[src/dmac_pkg.sv]
// Operation
// - Irq when threshold equals index, before increment
// - Irq only while irq enable bit set
// - Length field holds item count minus one
// - Fill mode: one fetch, many stores
// - Fill transfer holds bus, never preempted; a fill in trigger mode re-arbitrates before each item
// - Blocking mode: back-to-back, bus locked
// - Idle mode: one wait cycle after store
// - Trigger mode ignores idle bit
// - Arbiter grants highest priority field
// - Equal priority: lowest channel number wins
// - Normal mode: stop, clear enable at end
// - Circular mode with trigger bit: restart index, keep enable
// - Source address steps when source increment set
// - Dest address steps when dest increment set
// - Width field: 1, 2 or 4 bytes
// - Trigger bit selects start on peripheral request
// - Enable bit switches channel on and off
// - Read-only item index, cleared at end
// - Start addresses held as two halves
package dmac_pkg;

  // ====================================================
  // Register map: halfword-spaced addresses; indices count halfword steps, while the bus decode gives each index its own word.
  localparam logic [31:0] DMAC_BASE = 32'h5000_3570;
  localparam logic [31:0] DMAC_OFF_ASTL = 32'h5000_3570;
  localparam logic [31:0] DMAC_OFF_ASTH = 32'h5000_3572;
  localparam logic [31:0] DMAC_OFF_BSTL = 32'h5000_3574;
  localparam logic [31:0] DMAC_OFF_BSTH = 32'h5000_3576;
  localparam logic [31:0] DMAC_OFF_THR = 32'h5000_3578;
  localparam logic [31:0] DMAC_OFF_LEN = 32'h5000_357a;
  localparam logic [31:0] DMAC_OFF_CTRL = 32'h5000_357c;
  localparam logic [31:0] DMAC_OFF_IDX = 32'h5000_357e;
  localparam logic [2:0] IX_ASTL = 3'((DMAC_OFF_ASTL - DMAC_BASE) >> 1);
  localparam logic [2:0] IX_ASTH = 3'((DMAC_OFF_ASTH - DMAC_BASE) >> 1);
  localparam logic [2:0] IX_BSTL = 3'((DMAC_OFF_BSTL - DMAC_BASE) >> 1);
  localparam logic [2:0] IX_BSTH = 3'((DMAC_OFF_BSTH - DMAC_BASE) >> 1);
  localparam logic [2:0] IX_THR = 3'((DMAC_OFF_THR - DMAC_BASE) >> 1);
  localparam logic [2:0] IX_LEN = 3'((DMAC_OFF_LEN - DMAC_BASE) >> 1);
  localparam logic [2:0] IX_CTRL = 3'((DMAC_OFF_CTRL - DMAC_BASE) >> 1);
  localparam logic [2:0] IX_IDX = 3'((DMAC_OFF_IDX - DMAC_BASE) >> 1);

  // ====================================================
  // Control register field positions and reset values.
  localparam int B_ON = 0;
  localparam int B_WIDTH = 1;
  localparam int B_IRQ_EN = 3;
  localparam int B_TRIG = 4;
  localparam int B_DST_INC = 5;
  localparam int B_SRC_INC = 6;
  localparam int B_CIRC = 7;
  localparam int B_PRIO = 8;
  localparam int B_IDLE = 11;
  localparam int B_FILL = 12;
  localparam logic [15:0] CTRL_MASK = 16'h1fff;
  localparam logic [15:0] RST_CTRL = 16'h0000;
  localparam logic [15:0] RST_THR = 16'h0000;
  localparam logic [15:0] RST_LEN = 16'h0000;
  localparam logic [15:0] RST_IDX = 16'h0000;
  localparam logic [31:0] RST_START = 32'h0000_0000;

  // ====================================================
  // Channel sequencer states, one-hot.
  typedef enum logic [5:0] {
    ST_IDLE = 6'h01,
    ST_WAIT = 6'h02,
    ST_ARB = 6'h04,
    ST_READ = 6'h08,
    ST_WRITE = 6'h10,
    ST_GAP = 6'h20
  } dmac_state_e;

  // Request from the channel to the system bus.
  typedef struct packed {
    logic req;
    logic we;
    logic lock;
    logic [1:0] size;
    logic [31:0] addr;
    logic [31:0] wdata;
  } dmac_mreq_s;

  // Answer from the system bus.
  typedef struct packed {
    logic ready;
    logic [31:0] rdata;
  } dmac_mrsp_s;

endpackage

[src/dmac_channel.sv]
`timescale 1ns/1ps
module dmac_channel
  import dmac_pkg::*;
#(
  parameter int NUM_CH = 8,
  parameter int CH_ID = 7,
  parameter int PAW = 6
)
(
  input wire logic mclk,
  input wire logic resetn,
  input wire logic psel,
  input wire logic penable,
  input wire logic pwrite,
  input wire logic [PAW-1:0] paddr,
  input wire logic [31:0] pwdata,
  output logic [31:0] prdata,
  output logic pready,
  output logic pslverr,
  output dmac_mreq_s mreq,
  input wire dmac_mrsp_s mrsp,
  input wire logic [NUM_CH-1:0] peer_req,
  input wire logic [NUM_CH*3-1:0] peer_prio,
  output logic bus_req,
  output logic [2:0] channel_priority,
  input wire logic dreq,
  output logic dreq_ack,
  output logic irq_pulse,
  output logic [15:0] item_index
);

  // Bits needed to name one channel; a lone channel still needs one bit.
  localparam int CW = (NUM_CH > 1) ? $clog2(NUM_CH) : 1;

  // ====================================================
  // All state of the channel in one record.
  // Registers, sequencer state and the registered bus request live together.
  // Keeping them in one record makes the reset value a single assignment.
  typedef struct packed {
    dmac_state_e st;
    logic [15:0] ctrl;
    logic [15:0] thr;
    logic [15:0] len;
    logic [15:0] idx;
    logic [31:0] a_start;
    logic [31:0] b_start;
    logic [31:0] data;
    logic [31:0] prdata;
    dmac_mreq_s mreq;
    logic irq;
    logic ack;
  } dmac_regs_s;

  dmac_regs_s r_q; // Registered state.
  dmac_regs_s r_d; // Next state.

  // ====================================================
  // Helper functions.

  // Turns the width field into a byte shift; the reserved code acts as 4 bytes.
  // Treating the reserved code as the widest size keeps addresses aligned.
  function automatic logic [1:0] width_shift(input logic [1:0] wf);
    logic [1:0] s;
    // Word items are the default; narrower codes override below.
    s = 2'd2;
    if (wf == 2'b00)
    begin
      s = 2'd0;
    end
    else if (wf == 2'b01)
    begin
      s = 2'd1;
    end
    return s;
  endfunction

  // Forms an item address from start, index, increment and width.
  // The sum is cut to 32 bits, so an address wraps at the top of memory.
  function automatic logic [31:0] item_addr(input logic [31:0] start,
                                            input logic [15:0] ix,
                                            input logic inc,
                                            input logic [1:0] wf);
    logic [31:0] off;
    // The index is widened before the shift so no offset bit is lost.
    off = 32'({16'h0000, ix} << width_shift(wf));
    return inc ? start + off : start;
  endfunction

  // Picks the winning requester: greatest priority, lowest number on a tie.
  // A channel that is not asking never wins over one that is; with no requester the result is channel 0.
  function automatic logic [CW-1:0] pick(input logic [NUM_CH-1:0] rq,
                                         input logic [NUM_CH*3-1:0] pr);
    logic [CW-1:0] w;
    logic [2:0] best;
    logic found;
    w = '0;
    best = 3'h0;
    found = 1'b0;
    // Walking downward with >= lets the lower number take a tie.
    for (int i = NUM_CH - 1; i >= 0; i--)
    begin
      if (rq[i] && (!found || pr[i*3 +: 3] >= best))
      begin
        w = CW'(i);
        best = pr[i*3 +: 3];
        found = 1'b1;
      end
    end
    return w;
  endfunction

  // Register read mux; reserved bits read as zero.
  // Every one of the eight indices names a register, so all decode.
  function automatic logic [15:0] reg_read(input dmac_regs_s s,
                                           input logic [2:0] ix);
    logic [15:0] v;
    v = 16'h0000;
    case (ix)
      IX_ASTL: v = s.a_start[15:0];
      IX_ASTH: v = s.a_start[31:16];
      IX_BSTL: v = s.b_start[15:0];
      IX_BSTH: v = s.b_start[31:16];
      IX_THR: v = s.thr;
      IX_LEN: v = s.len;
      IX_CTRL: v = s.ctrl & CTRL_MASK;
      IX_IDX: v = s.idx;
      default: v = 16'h0000;
    endcase
    return v;
  endfunction

  // ====================================================
  // Arbitration among all channels.
  logic [NUM_CH-1:0] all_req; // Requests with this channel's own bit inserted.
  logic [NUM_CH*3-1:0] all_prio; // Priorities with this channel's own field.
  logic granted; // This channel wins the current arbitration.
  logic own_req; // This channel asks for the bus this cycle.

  assign own_req = (r_q.st == ST_ARB);

  // Combines the peer view with this channel's own request and priority.
  // The own slot of the peer vectors is ignored and refilled here.
  always_comb
  begin
    all_req = peer_req;
    all_prio = peer_prio;
    all_req[CH_ID] = own_req;
    all_prio[CH_ID*3 +: 3] = r_q.ctrl[B_PRIO +: 3];
  end

  // Only the winner of the whole field may drive the bus in the next cycle.
  assign granted = own_req && (pick(all_req, all_prio) == CW'(CH_ID));

  // ====================================================
  // Bus slave decode.
  logic apb_wr; // Write in its access phase.
  logic apb_setup; // Setup cycle of any transfer.
  logic apb_hit; // Address names a register of the channel.
  logic [2:0] apb_ix; // Register index from the byte address.

  // Each register sits in its own aligned word of the bus space.
  // Byte lanes other than word starts, and the upper half, are unmapped.
  assign apb_ix = paddr[4:2];
  assign apb_hit = (paddr[1:0] == 2'b00) && (paddr[PAW-1:5] == '0);
  assign apb_wr = psel && penable && pwrite && apb_hit;
  assign apb_setup = psel && !penable;

  // ====================================================
  // Next-state logic: sequencer first, then software writes override it.
  always_comb
  begin
    logic trig;
    logic last;
    // Trigger mode and the last item steer most of the branches below.
    trig = r_q.ctrl[B_TRIG];
    last = (r_q.idx == r_q.len);
    r_d = r_q;
    r_d.irq = 1'b0;
    r_d.ack = 1'b0;
    case (r_q.st)
      // Off: the sequencer does nothing until the enable bit is set.
      ST_IDLE:
      begin
        if (r_q.ctrl[B_ON])
        begin
          r_d.st = trig ? ST_WAIT : ST_ARB;
        end
      end
      // Trigger mode: one item per peripheral request.
      ST_WAIT:
      begin
        // Clearing enable here abandons the transfer and rewinds the index.
        if (!r_q.ctrl[B_ON])
        begin
          r_d.st = ST_IDLE;
          r_d.idx = RST_IDX;
        end
        else if (dreq)
        begin
          r_d.st = ST_ARB;
        end
      end
      // Asks the arbiter; a fill after its first fetch goes straight to stores.
      ST_ARB:
      begin
        // No bus access is open yet, so an abort is safe here too.
        if (!r_q.ctrl[B_ON])
        begin
          r_d.st = ST_IDLE;
          r_d.idx = RST_IDX;
        end
        else if (granted)
        begin
          if (r_q.ctrl[B_FILL] && r_q.idx != RST_IDX)
          begin
            r_d.st = ST_WRITE;
          end
          else
          begin
            r_d.st = ST_READ;
          end
        end
      end
      // Fetch of one item; the value is kept for the store.
      ST_READ:
      begin
        // Read data is valid only in the cycle in which ready stands.
        if (mrsp.ready)
        begin
          r_d.data = mrsp.rdata;
          r_d.st = ST_WRITE;
        end
      end
      // Store of one item; the item ends here.
      ST_WRITE:
      begin
        if (mrsp.ready)
        begin
          // The threshold is compared before the index moves on.
          if (r_q.ctrl[B_IRQ_EN] && r_q.thr == r_q.idx)
          begin
            r_d.irq = 1'b1;
          end
          r_d.ack = trig;
          // Last item: rewind, then either wait again or switch off.
          if (last)
          begin
            r_d.idx = RST_IDX;
            if (r_q.ctrl[B_CIRC] && trig)
            begin
              r_d.st = ST_WAIT;
            end
            else
            begin
              r_d.ctrl[B_ON] = 1'b0;
              r_d.st = ST_IDLE;
            end
          end
          else
          begin
            // More items: the mode bits choose the next step.
            r_d.idx = r_q.idx + 16'h0001;
            if (trig)
            begin
              r_d.st = ST_WAIT;
            end
            else if (r_q.ctrl[B_FILL])
            begin
              r_d.st = ST_WRITE;
            end
            else if (r_q.ctrl[B_IDLE])
            begin
              r_d.st = ST_GAP;
            end
            else
            begin
              r_d.st = ST_READ;
            end
          end
        end
      end
      // One free bus cycle, then arbitration again.
      ST_GAP:
      begin
        r_d.st = r_q.ctrl[B_ON] ? ST_ARB : ST_IDLE;
        if (!r_q.ctrl[B_ON])
        begin
          r_d.idx = RST_IDX;
        end
      end
      // An illegal state code falls back to idle.
      default:
      begin
        r_d.st = ST_IDLE;
      end
    endcase

    // Software writes; a written value wins over the hardware clear of enable.
    // The read-only index and any reserved bits simply drop what is written.
    if (apb_wr)
    begin
      case (apb_ix)
        IX_ASTL: r_d.a_start[15:0] = pwdata[15:0];
        IX_ASTH: r_d.a_start[31:16] = pwdata[15:0];
        IX_BSTL: r_d.b_start[15:0] = pwdata[15:0];
        IX_BSTH: r_d.b_start[31:16] = pwdata[15:0];
        IX_THR: r_d.thr = pwdata[15:0];
        IX_LEN: r_d.len = pwdata[15:0];
        IX_CTRL: r_d.ctrl = pwdata[15:0] & CTRL_MASK;
        default: r_d.idx = r_d.idx; // The index is read-only.
      endcase
    end

    // Read data is caught in the setup cycle for the access phase.
    if (apb_setup)
    begin
      r_d.prdata = {16'h0000, reg_read(r_q, apb_ix)};
    end

    // Bus request outputs follow the next state.
    // They are registered, so the bus sees them in the cycle the state is entered.
    r_d.mreq.req = (r_d.st == ST_READ) || (r_d.st == ST_WRITE);
    r_d.mreq.we = (r_d.st == ST_WRITE);
    r_d.mreq.size = r_d.ctrl[B_WIDTH +: 2];
    r_d.mreq.wdata = r_d.data;
    // The lock keeps other masters off while a blocking copy or a fill runs.
    r_d.mreq.lock = r_d.mreq.req
                    && (r_d.ctrl[B_FILL]
                        || (!r_d.ctrl[B_TRIG] && !r_d.ctrl[B_IDLE]));
    // Stores go to the destination side, fetches to the source side.
    if (r_d.st == ST_WRITE)
    begin
      r_d.mreq.addr = item_addr(r_d.b_start, r_d.idx, r_d.ctrl[B_DST_INC],
                                r_d.ctrl[B_WIDTH +: 2]);
    end
    else
    begin
      r_d.mreq.addr = item_addr(r_d.a_start, r_d.idx, r_d.ctrl[B_SRC_INC],
                                r_d.ctrl[B_WIDTH +: 2]);
    end
  end

  // ====================================================
  // State register with asynchronous reset.
  // Everything clears at once, so no field is left undefined after reset.
  always_ff @(posedge mclk or negedge resetn)
  begin
    if (!resetn)
    begin
      r_q <= '{st: ST_IDLE, ctrl: RST_CTRL, thr: RST_THR, len: RST_LEN,
               idx: RST_IDX, a_start: RST_START, b_start: RST_START,
               data: 32'h0000_0000, prdata: 32'h0000_0000, mreq: '0,
               irq: 1'b0, ack: 1'b0};
    end
    else
    begin
      r_q <= r_d;
    end
  end

  // ====================================================
  // Outputs.
  // Read data comes from a flip-flop and stands until the next setup cycle.
  assign prdata = r_q.prdata;
  // Ready is tied high: every transfer is a setup and one access cycle.
  assign pready = 1'b1;
  // The error flag marks an access that is not word-aligned or lies outside the channel's eight words.
  assign pslverr = psel && penable && !apb_hit;
  assign mreq = r_q.mreq;
  assign bus_req = own_req;
  assign channel_priority = r_q.ctrl[B_PRIO +: 3];
  assign dreq_ack = r_q.ack;
  assign irq_pulse = r_q.irq;
  assign item_index = r_q.idx;

endmodule

[config.mk]
export PLATFORM = sky130hd
export DESIGN_NAME = dmac_channel
export DESIGN_NICKNAME = d
export VERILOG_FILES = /design/src/dmac_pkg.sv /design/src/dmac_channel.sv
export SDC_FILE = /design/constraint.sdc
export NUM_CORES = 1
export LEC_CHECK = 0
export BUFFER_PORTS_ARGS = -buffer_cell sky130_fd_sc_hd__buf_2
export CAP_MARGIN = 5
export CORE_ASPECT_RATIO = 1.5
export CORE_MARGIN = 2
export CORE_UTILIZATION = 50
export DETAILED_ROUTE_END_ITERATION = 16
export HOLD_SLACK_MARGIN = 0.15
export PLACE_DENSITY = 0.75
export SYNTH_ARGS = -nofsm -noshare
export SYNTH_HDL_FRONTEND = slang
export SYNTH_SLANG_ARGS = --single-unit
[constraint.sdc]
create_clock -name mclk -period 9.55 [get_ports mclk]
set_clock_uncertainty 0.15 [all_clocks]
set_input_delay 0.955 -clock mclk [delete_from_list [all_inputs] [get_ports mclk]]
set_output_delay 0.955 -clock mclk [all_outputs]
set_load 0.005 [all_outputs]
# --- Word level (Yosys, flattened, before mapping) ---
# Cells that the tools add are included.
op_classes:
  n_mul: 0
  n_addsub: 3
  n_shift: 2
  n_reduce_logical: 48
  div: 0
  bitwise: 1
  eq_ne: 19
  n_mux: 65
  order_cmp: 7
ops:
  columns: ["cell", "n"]
  rows:
  - ["$mux 16", 9]
  - ["$pmux 16 s8", 1]
  - ["$mux 125", 1]
  - ["$mux 32", 3]
  - ["$mux 6", 11]
  - ["$add 32x32->32", 2]
  - ["$shl 16x2->32", 2]
  - ["$mux 3", 17]
  - ["$pmux 6 s6", 1]
  - ["$eq 16x16->1", 2]
  - ["$pmux 16 s2", 1]
  - ["$ge 3x3->1", 7]
  - ["$logic_and 1x1->1", 19]
  - ["$add 16x1->16 const B", 1]
  - ["$reduce_bool 16->1", 1]
  - ["$eq 3x3->1 const B", 5]
  - ["$mux 2", 7]
  - ["$mux 13", 1]
  - ["$eq 6x4->1 const B", 2]
  - ["$eq 6x5->1 const B", 2]
  - ["$mux 1", 12]
  - ["$logic_not 1->1", 11]
  - ["$logic_or 1x1->1", 9]
  - ["$reduce_and 2->1", 4]
  - ["12 further kinds", 14]
word_totals:
  ram_bits: 0
  latchBits: 0
  regBits: 218
  n_memories: 0
  output_inout_bits: 125
  word_cells: 162
  rom_bits: 0
  input_bits: 109

# --- Longest topological paths before layout ---
depth:
  ltp_word: 41
  mapped_depth: 53
  depth_no_buf: 50

# --- Least setup slack after synthesis ---
# OpenSTA, ideal clock, no wires.
synth_path:
  path_kind: "register to register"
  from: "reg r_q[264] in the netlist's numbering"
  to: "reg r_q (netlist bit mreq[62])"
  path_buffers: 2
  synth_period_minus_slack_ns: 9.996
  path_stages_with_launch: 51
  arrival_ns: 9.721
  setup_time_ns: 0.125
  setup_slack_ns: -0.446
  required_ns: 9.275
  path_cell_list: "dfrtp_1 -> buf_2 -> nor4b_4 -> nand2_1 -> inv_2 -> nand2_1 -> ha_1 -> o21ai_0 -> a21oi_1 -> o31ai_2 -> mux2_2 -> ha_1 -> o21ai_0 -> a21oi_1 -> o31ai_2 -> mux2_2 -> ha_1 -> nand2b_1 -> (+15 left out) -> o21ai_0 -> o21ai_1 -> mux2_2 -> ha_1 -> nor2_1 -> a21oi_1 -> o31ai_2 -> o22ai_1 -> a31o_2 -> ha_1 -> nor2_1 -> a21oi_1 -> o31ai_1 -> nand2_2 -> nor4b_4 -> a21oi_4 -> inv_4 -> mux2_2"
synth_lines:
  columns: ["item", "line", "text"]
  rows:
  - ["from (decl)", "dmac_channel.sv:54", "dmac_regs_s r_q;"]
  - ["from (signal assigned)", "dmac_channel.sv:350", "r_q <= '{st: ST_IDLE, ctrl: RST_CTRL, thr: RST_THR, len: RST_LEN,"]
  - ["from (signal assigned)", "dmac_channel.sv:357", "r_q <= r_d;"]

==> out/metrics.cfg <==
[status]
status = complete, but fails checks
violations = negative setup slack

[cells_and_area]
drive_gt1_share_pct = 33.2
fill_cells = 2468
design_area_mm2 = 0.0173
fin_nets = 1889
layout-area-overhead-vs-synth_pct = 16.2

[clock_network]
clkTransAtPathRegs_ps = 60
tritoncts = done
cts_sinks = 216
cts_root_buf = clkbuf_16
clockBufferDepth = 3
cts_made_buffers = 21
worstSkewPairLatency_ps = 520
htree_levels = 1

[synthesis]
synth-seq-cells = 216
ys_types = 78
async_flop_share_pct = 100
synth-seq-area-share_pct = 36.4
synth.most_common_cell = dfrtp_1
synth_edf_count = 0
synth_top_area_share_pct = 36.2
synth_top_area_cell = dfrtp_1
yosysWarnings = 0
syn_area_mm2 = 0.0148
ys_top_cells_by_count = 215 x dfrtp_1, 156 x nand2_1, 130 x mux2_2
syn_inst = 1585
syn_avg_cell_area_um2 = 9.37
synth_area_leaders = dfrtp_1 36%, mux2_2 9.9%, buf_4 6.1%
ys.flop_type = dfrtp_1

[placed_design]
postPlaceCellArea_mm2 = 0.0157
pre_cts_slack_ps = -805
portBuffers = 196
dp_hpwl_mm = 34.8
gp_congestion = 0.999

[sta]
hold_ws_ps = 227
relSlewSlack_pct = 22.0
setup-violations-final = 38
setup_tns_ps = -20360
drv_slew = 0
fin_crit_sh_pct = 107
max_slew.worst_pin.slew_ps = 1170
setup_ws_ps = -649
max_freq_mhz = 98.0
finalHoldViolCount = 0
rsz0062_at_grt = yes
period_needed_ps = 10200

[die]
core-area_mm2 = 0.0294
die_area_mm2 = 0.0311
io_pins = 234
die_w_um = 145
start_util_pct = 50.5
die_height_um = 215
floorplan.rows = 77

[pwr]
internal-power_w = 0.00185
p_leak_nw = 8.59
pwr-share-clk_pct = 30.0
irDropWorstVdd_mv = 0.0974
p_per_area_mw_per_mm2 = 160
p_switching_w = 0.000912
comb_power_share_pct = 32.4
p_seq_share_pct = 37.6
switching_share_pct = 33.1
total_power_w = 0.00276

[critical_path]
worstSetupPathType = reg2reg
cp_common_cell = ha_4
end_kind = flop
crit_slowest_cell = dfrtp_1
cpPeakStageDelay_ps = 400
crit_start = r_q[264]$_DFF_PN0_
critPathRequiredTime_ps = 9810
arrival_ps = 10460
rr_startpoint = r_q[264]$_DFF_PN0_
crit_path_start_kind = flop
cp_max_fo = 6

[drt]
wl_mm = 48.6
drtIter0Drc = 885
drc = 0
dr_total_vias = 12800
ant_nets = 0
via_per_inst = 6.00
dr.pass1.iters = 5
wl_per_cell_um = 22.8

[job]
drv_cap = 0

[worst_hold_path]
hold_class = in2async

[global_routing]
grt_pass1_wl_mm = 70.8
grt_overflow_total = 0
grt_usage_pct = 30.0
grt_max_degree = 82
grt_pass1_vias = 12500
antenna_found_initial = 3

cell families (layout without fill, tap and decap cells):
family | Yosys count | after routing | synth area share, %
compound gates | 330 | 330 | 13.9
xor+xnor | 91 | 91 | 5.37
fa+ha+maj | 63 | 63 | 5.41
buf+inv | 266 | 395 | 10.1
flops | 216 | 216 | 36.4
mux | 187 | 187 | 14.5
other cells | 2 | 20 | 0.0506
simple gates | 430 | 430 | 14.2
stage by stage:
step	util, %	instances
final	58.7	2127
after global routing	58.7	2126
after CTS	57.7	2121
after detailed placement	53.5	2044
after global placement	53.5	2044
after floorplan	-	1602
worst max-delay path: cells and delay by family, from the launching register on:
family | cells | cell delay [ps]
and+or+nand+nor | 10 | 1720
DFF | 1 | 400
muxes | 5 | 1730
AOI/OAI and AO/OA | 22 | 3700
adders and majority gates | 7 | 1700
buffers and inverters | 5 | 670
routing by layer:
| metal | GRT usage [%] | share of wire [%] | routed length, µm | vias up |
|---|---|---|---|---|
| met3 | 4.37 | 6.3 | 3080 | 200 |
| met4 | 22.5 | 8.8 | 4250 | 4 |
| met2 | 51.3 | 49 | 23900 | 573 |
| met1 | 33.2 | 36 | 17300 | 6230 |
| li1 | - | - | - | 5754 |
| met5 | 0 | 0.041 | 20 | - |
placed cells by master (no fill, tap or decap), drive strengths merged, types with 6 or more instances in the layout:
master	netlist	layout
buf	147	297
dfrtp	215	215
nand2	157	157
mux2	130	130
o21ai	113	113
nor2	99	99
a21oi	74	74
inv	61	62
ha	61	61
xor2	50	50
mux2i	48	48
xnor2	41	41
clkbuf	58	31
nand3	30	30
nor3	29	29
conb	2	19
nor4	19	19
a211oi	19	19
nand4	18	18
o22ai	14	14
nor2b	13	13
o211ai	12	12
a31oi	12	12
o21a	11	11
nand2b	11	11
and3	11	11
a21o	10	10
and2	10	10
mux4	9	9
o31ai	9	9
a22oi	7	7
o211a	6	6
a211o	6	6
power by group through the flow:
stage          Clock (W)  Sequential [W]  Combinational (W)
3_3_place_gp           0         0.00105           0.000676
4_1_cts         0.000841         0.00104           0.000795
2_1_floorplan          0         0.00102           0.000484
3_5_place_dp           0         0.00105           0.000691
6_report        0.000828         0.00104           0.000893
5_1_grt         0.000875         0.00104           0.000963
cell type report:
class / instances / area (µm²) / area share (%)
multi-input cells: 1120 / 8600 / 49.9
flip-flops and latches: 216 / 5410 / 31.3
repair buffers: 297 / 1830 / 10.6
clock buffers: 31 / 633 / 3.67
well taps: 395 / 494 / 2.86
inverters: 61 / 236 / 1.37
clock inverters: 6 / 47.5 / 0.276
diodes: 1 / 2.50 / 0.0145
state kept, by name, indices dropped and copies added, names as in the netlist:
register	cells
irq_pulse	1
mreq	68
item_index	16
channel_priority	3
dreq_ack	1
prdata	16
r_q	111
what timing repair did:
| action | in CTS | in global routing |
|---|---|---|
| resized for setup | 48 | 54 |
| hold buffers | 0 | 0 |
| setup buffers | 41 | 7 |
| setup endpoints to repair | 38 | 38 |
| pin swaps | 30 | 42 |
final timing paths:
path	end	slack (ps)	depth (start not counted)
worst max-delay path	mreq[46]$_DFF_PN0_	-650	49
worst min-delay path	r_q[186]$_DFF_PN0_	230	1
worst max register to register	mreq[46]$_DFF_PN0_	-650	49
worst min register to register	prdata[13]$_DFFE_PN0P_	330	2
max in group asynchronous	r_q[184]$_DFF_PN0_	7540	2
min in group mclk	prdata[13]$_DFFE_PN0P_	330	2
Note: power is estimated with default switching activity, not from simulation.
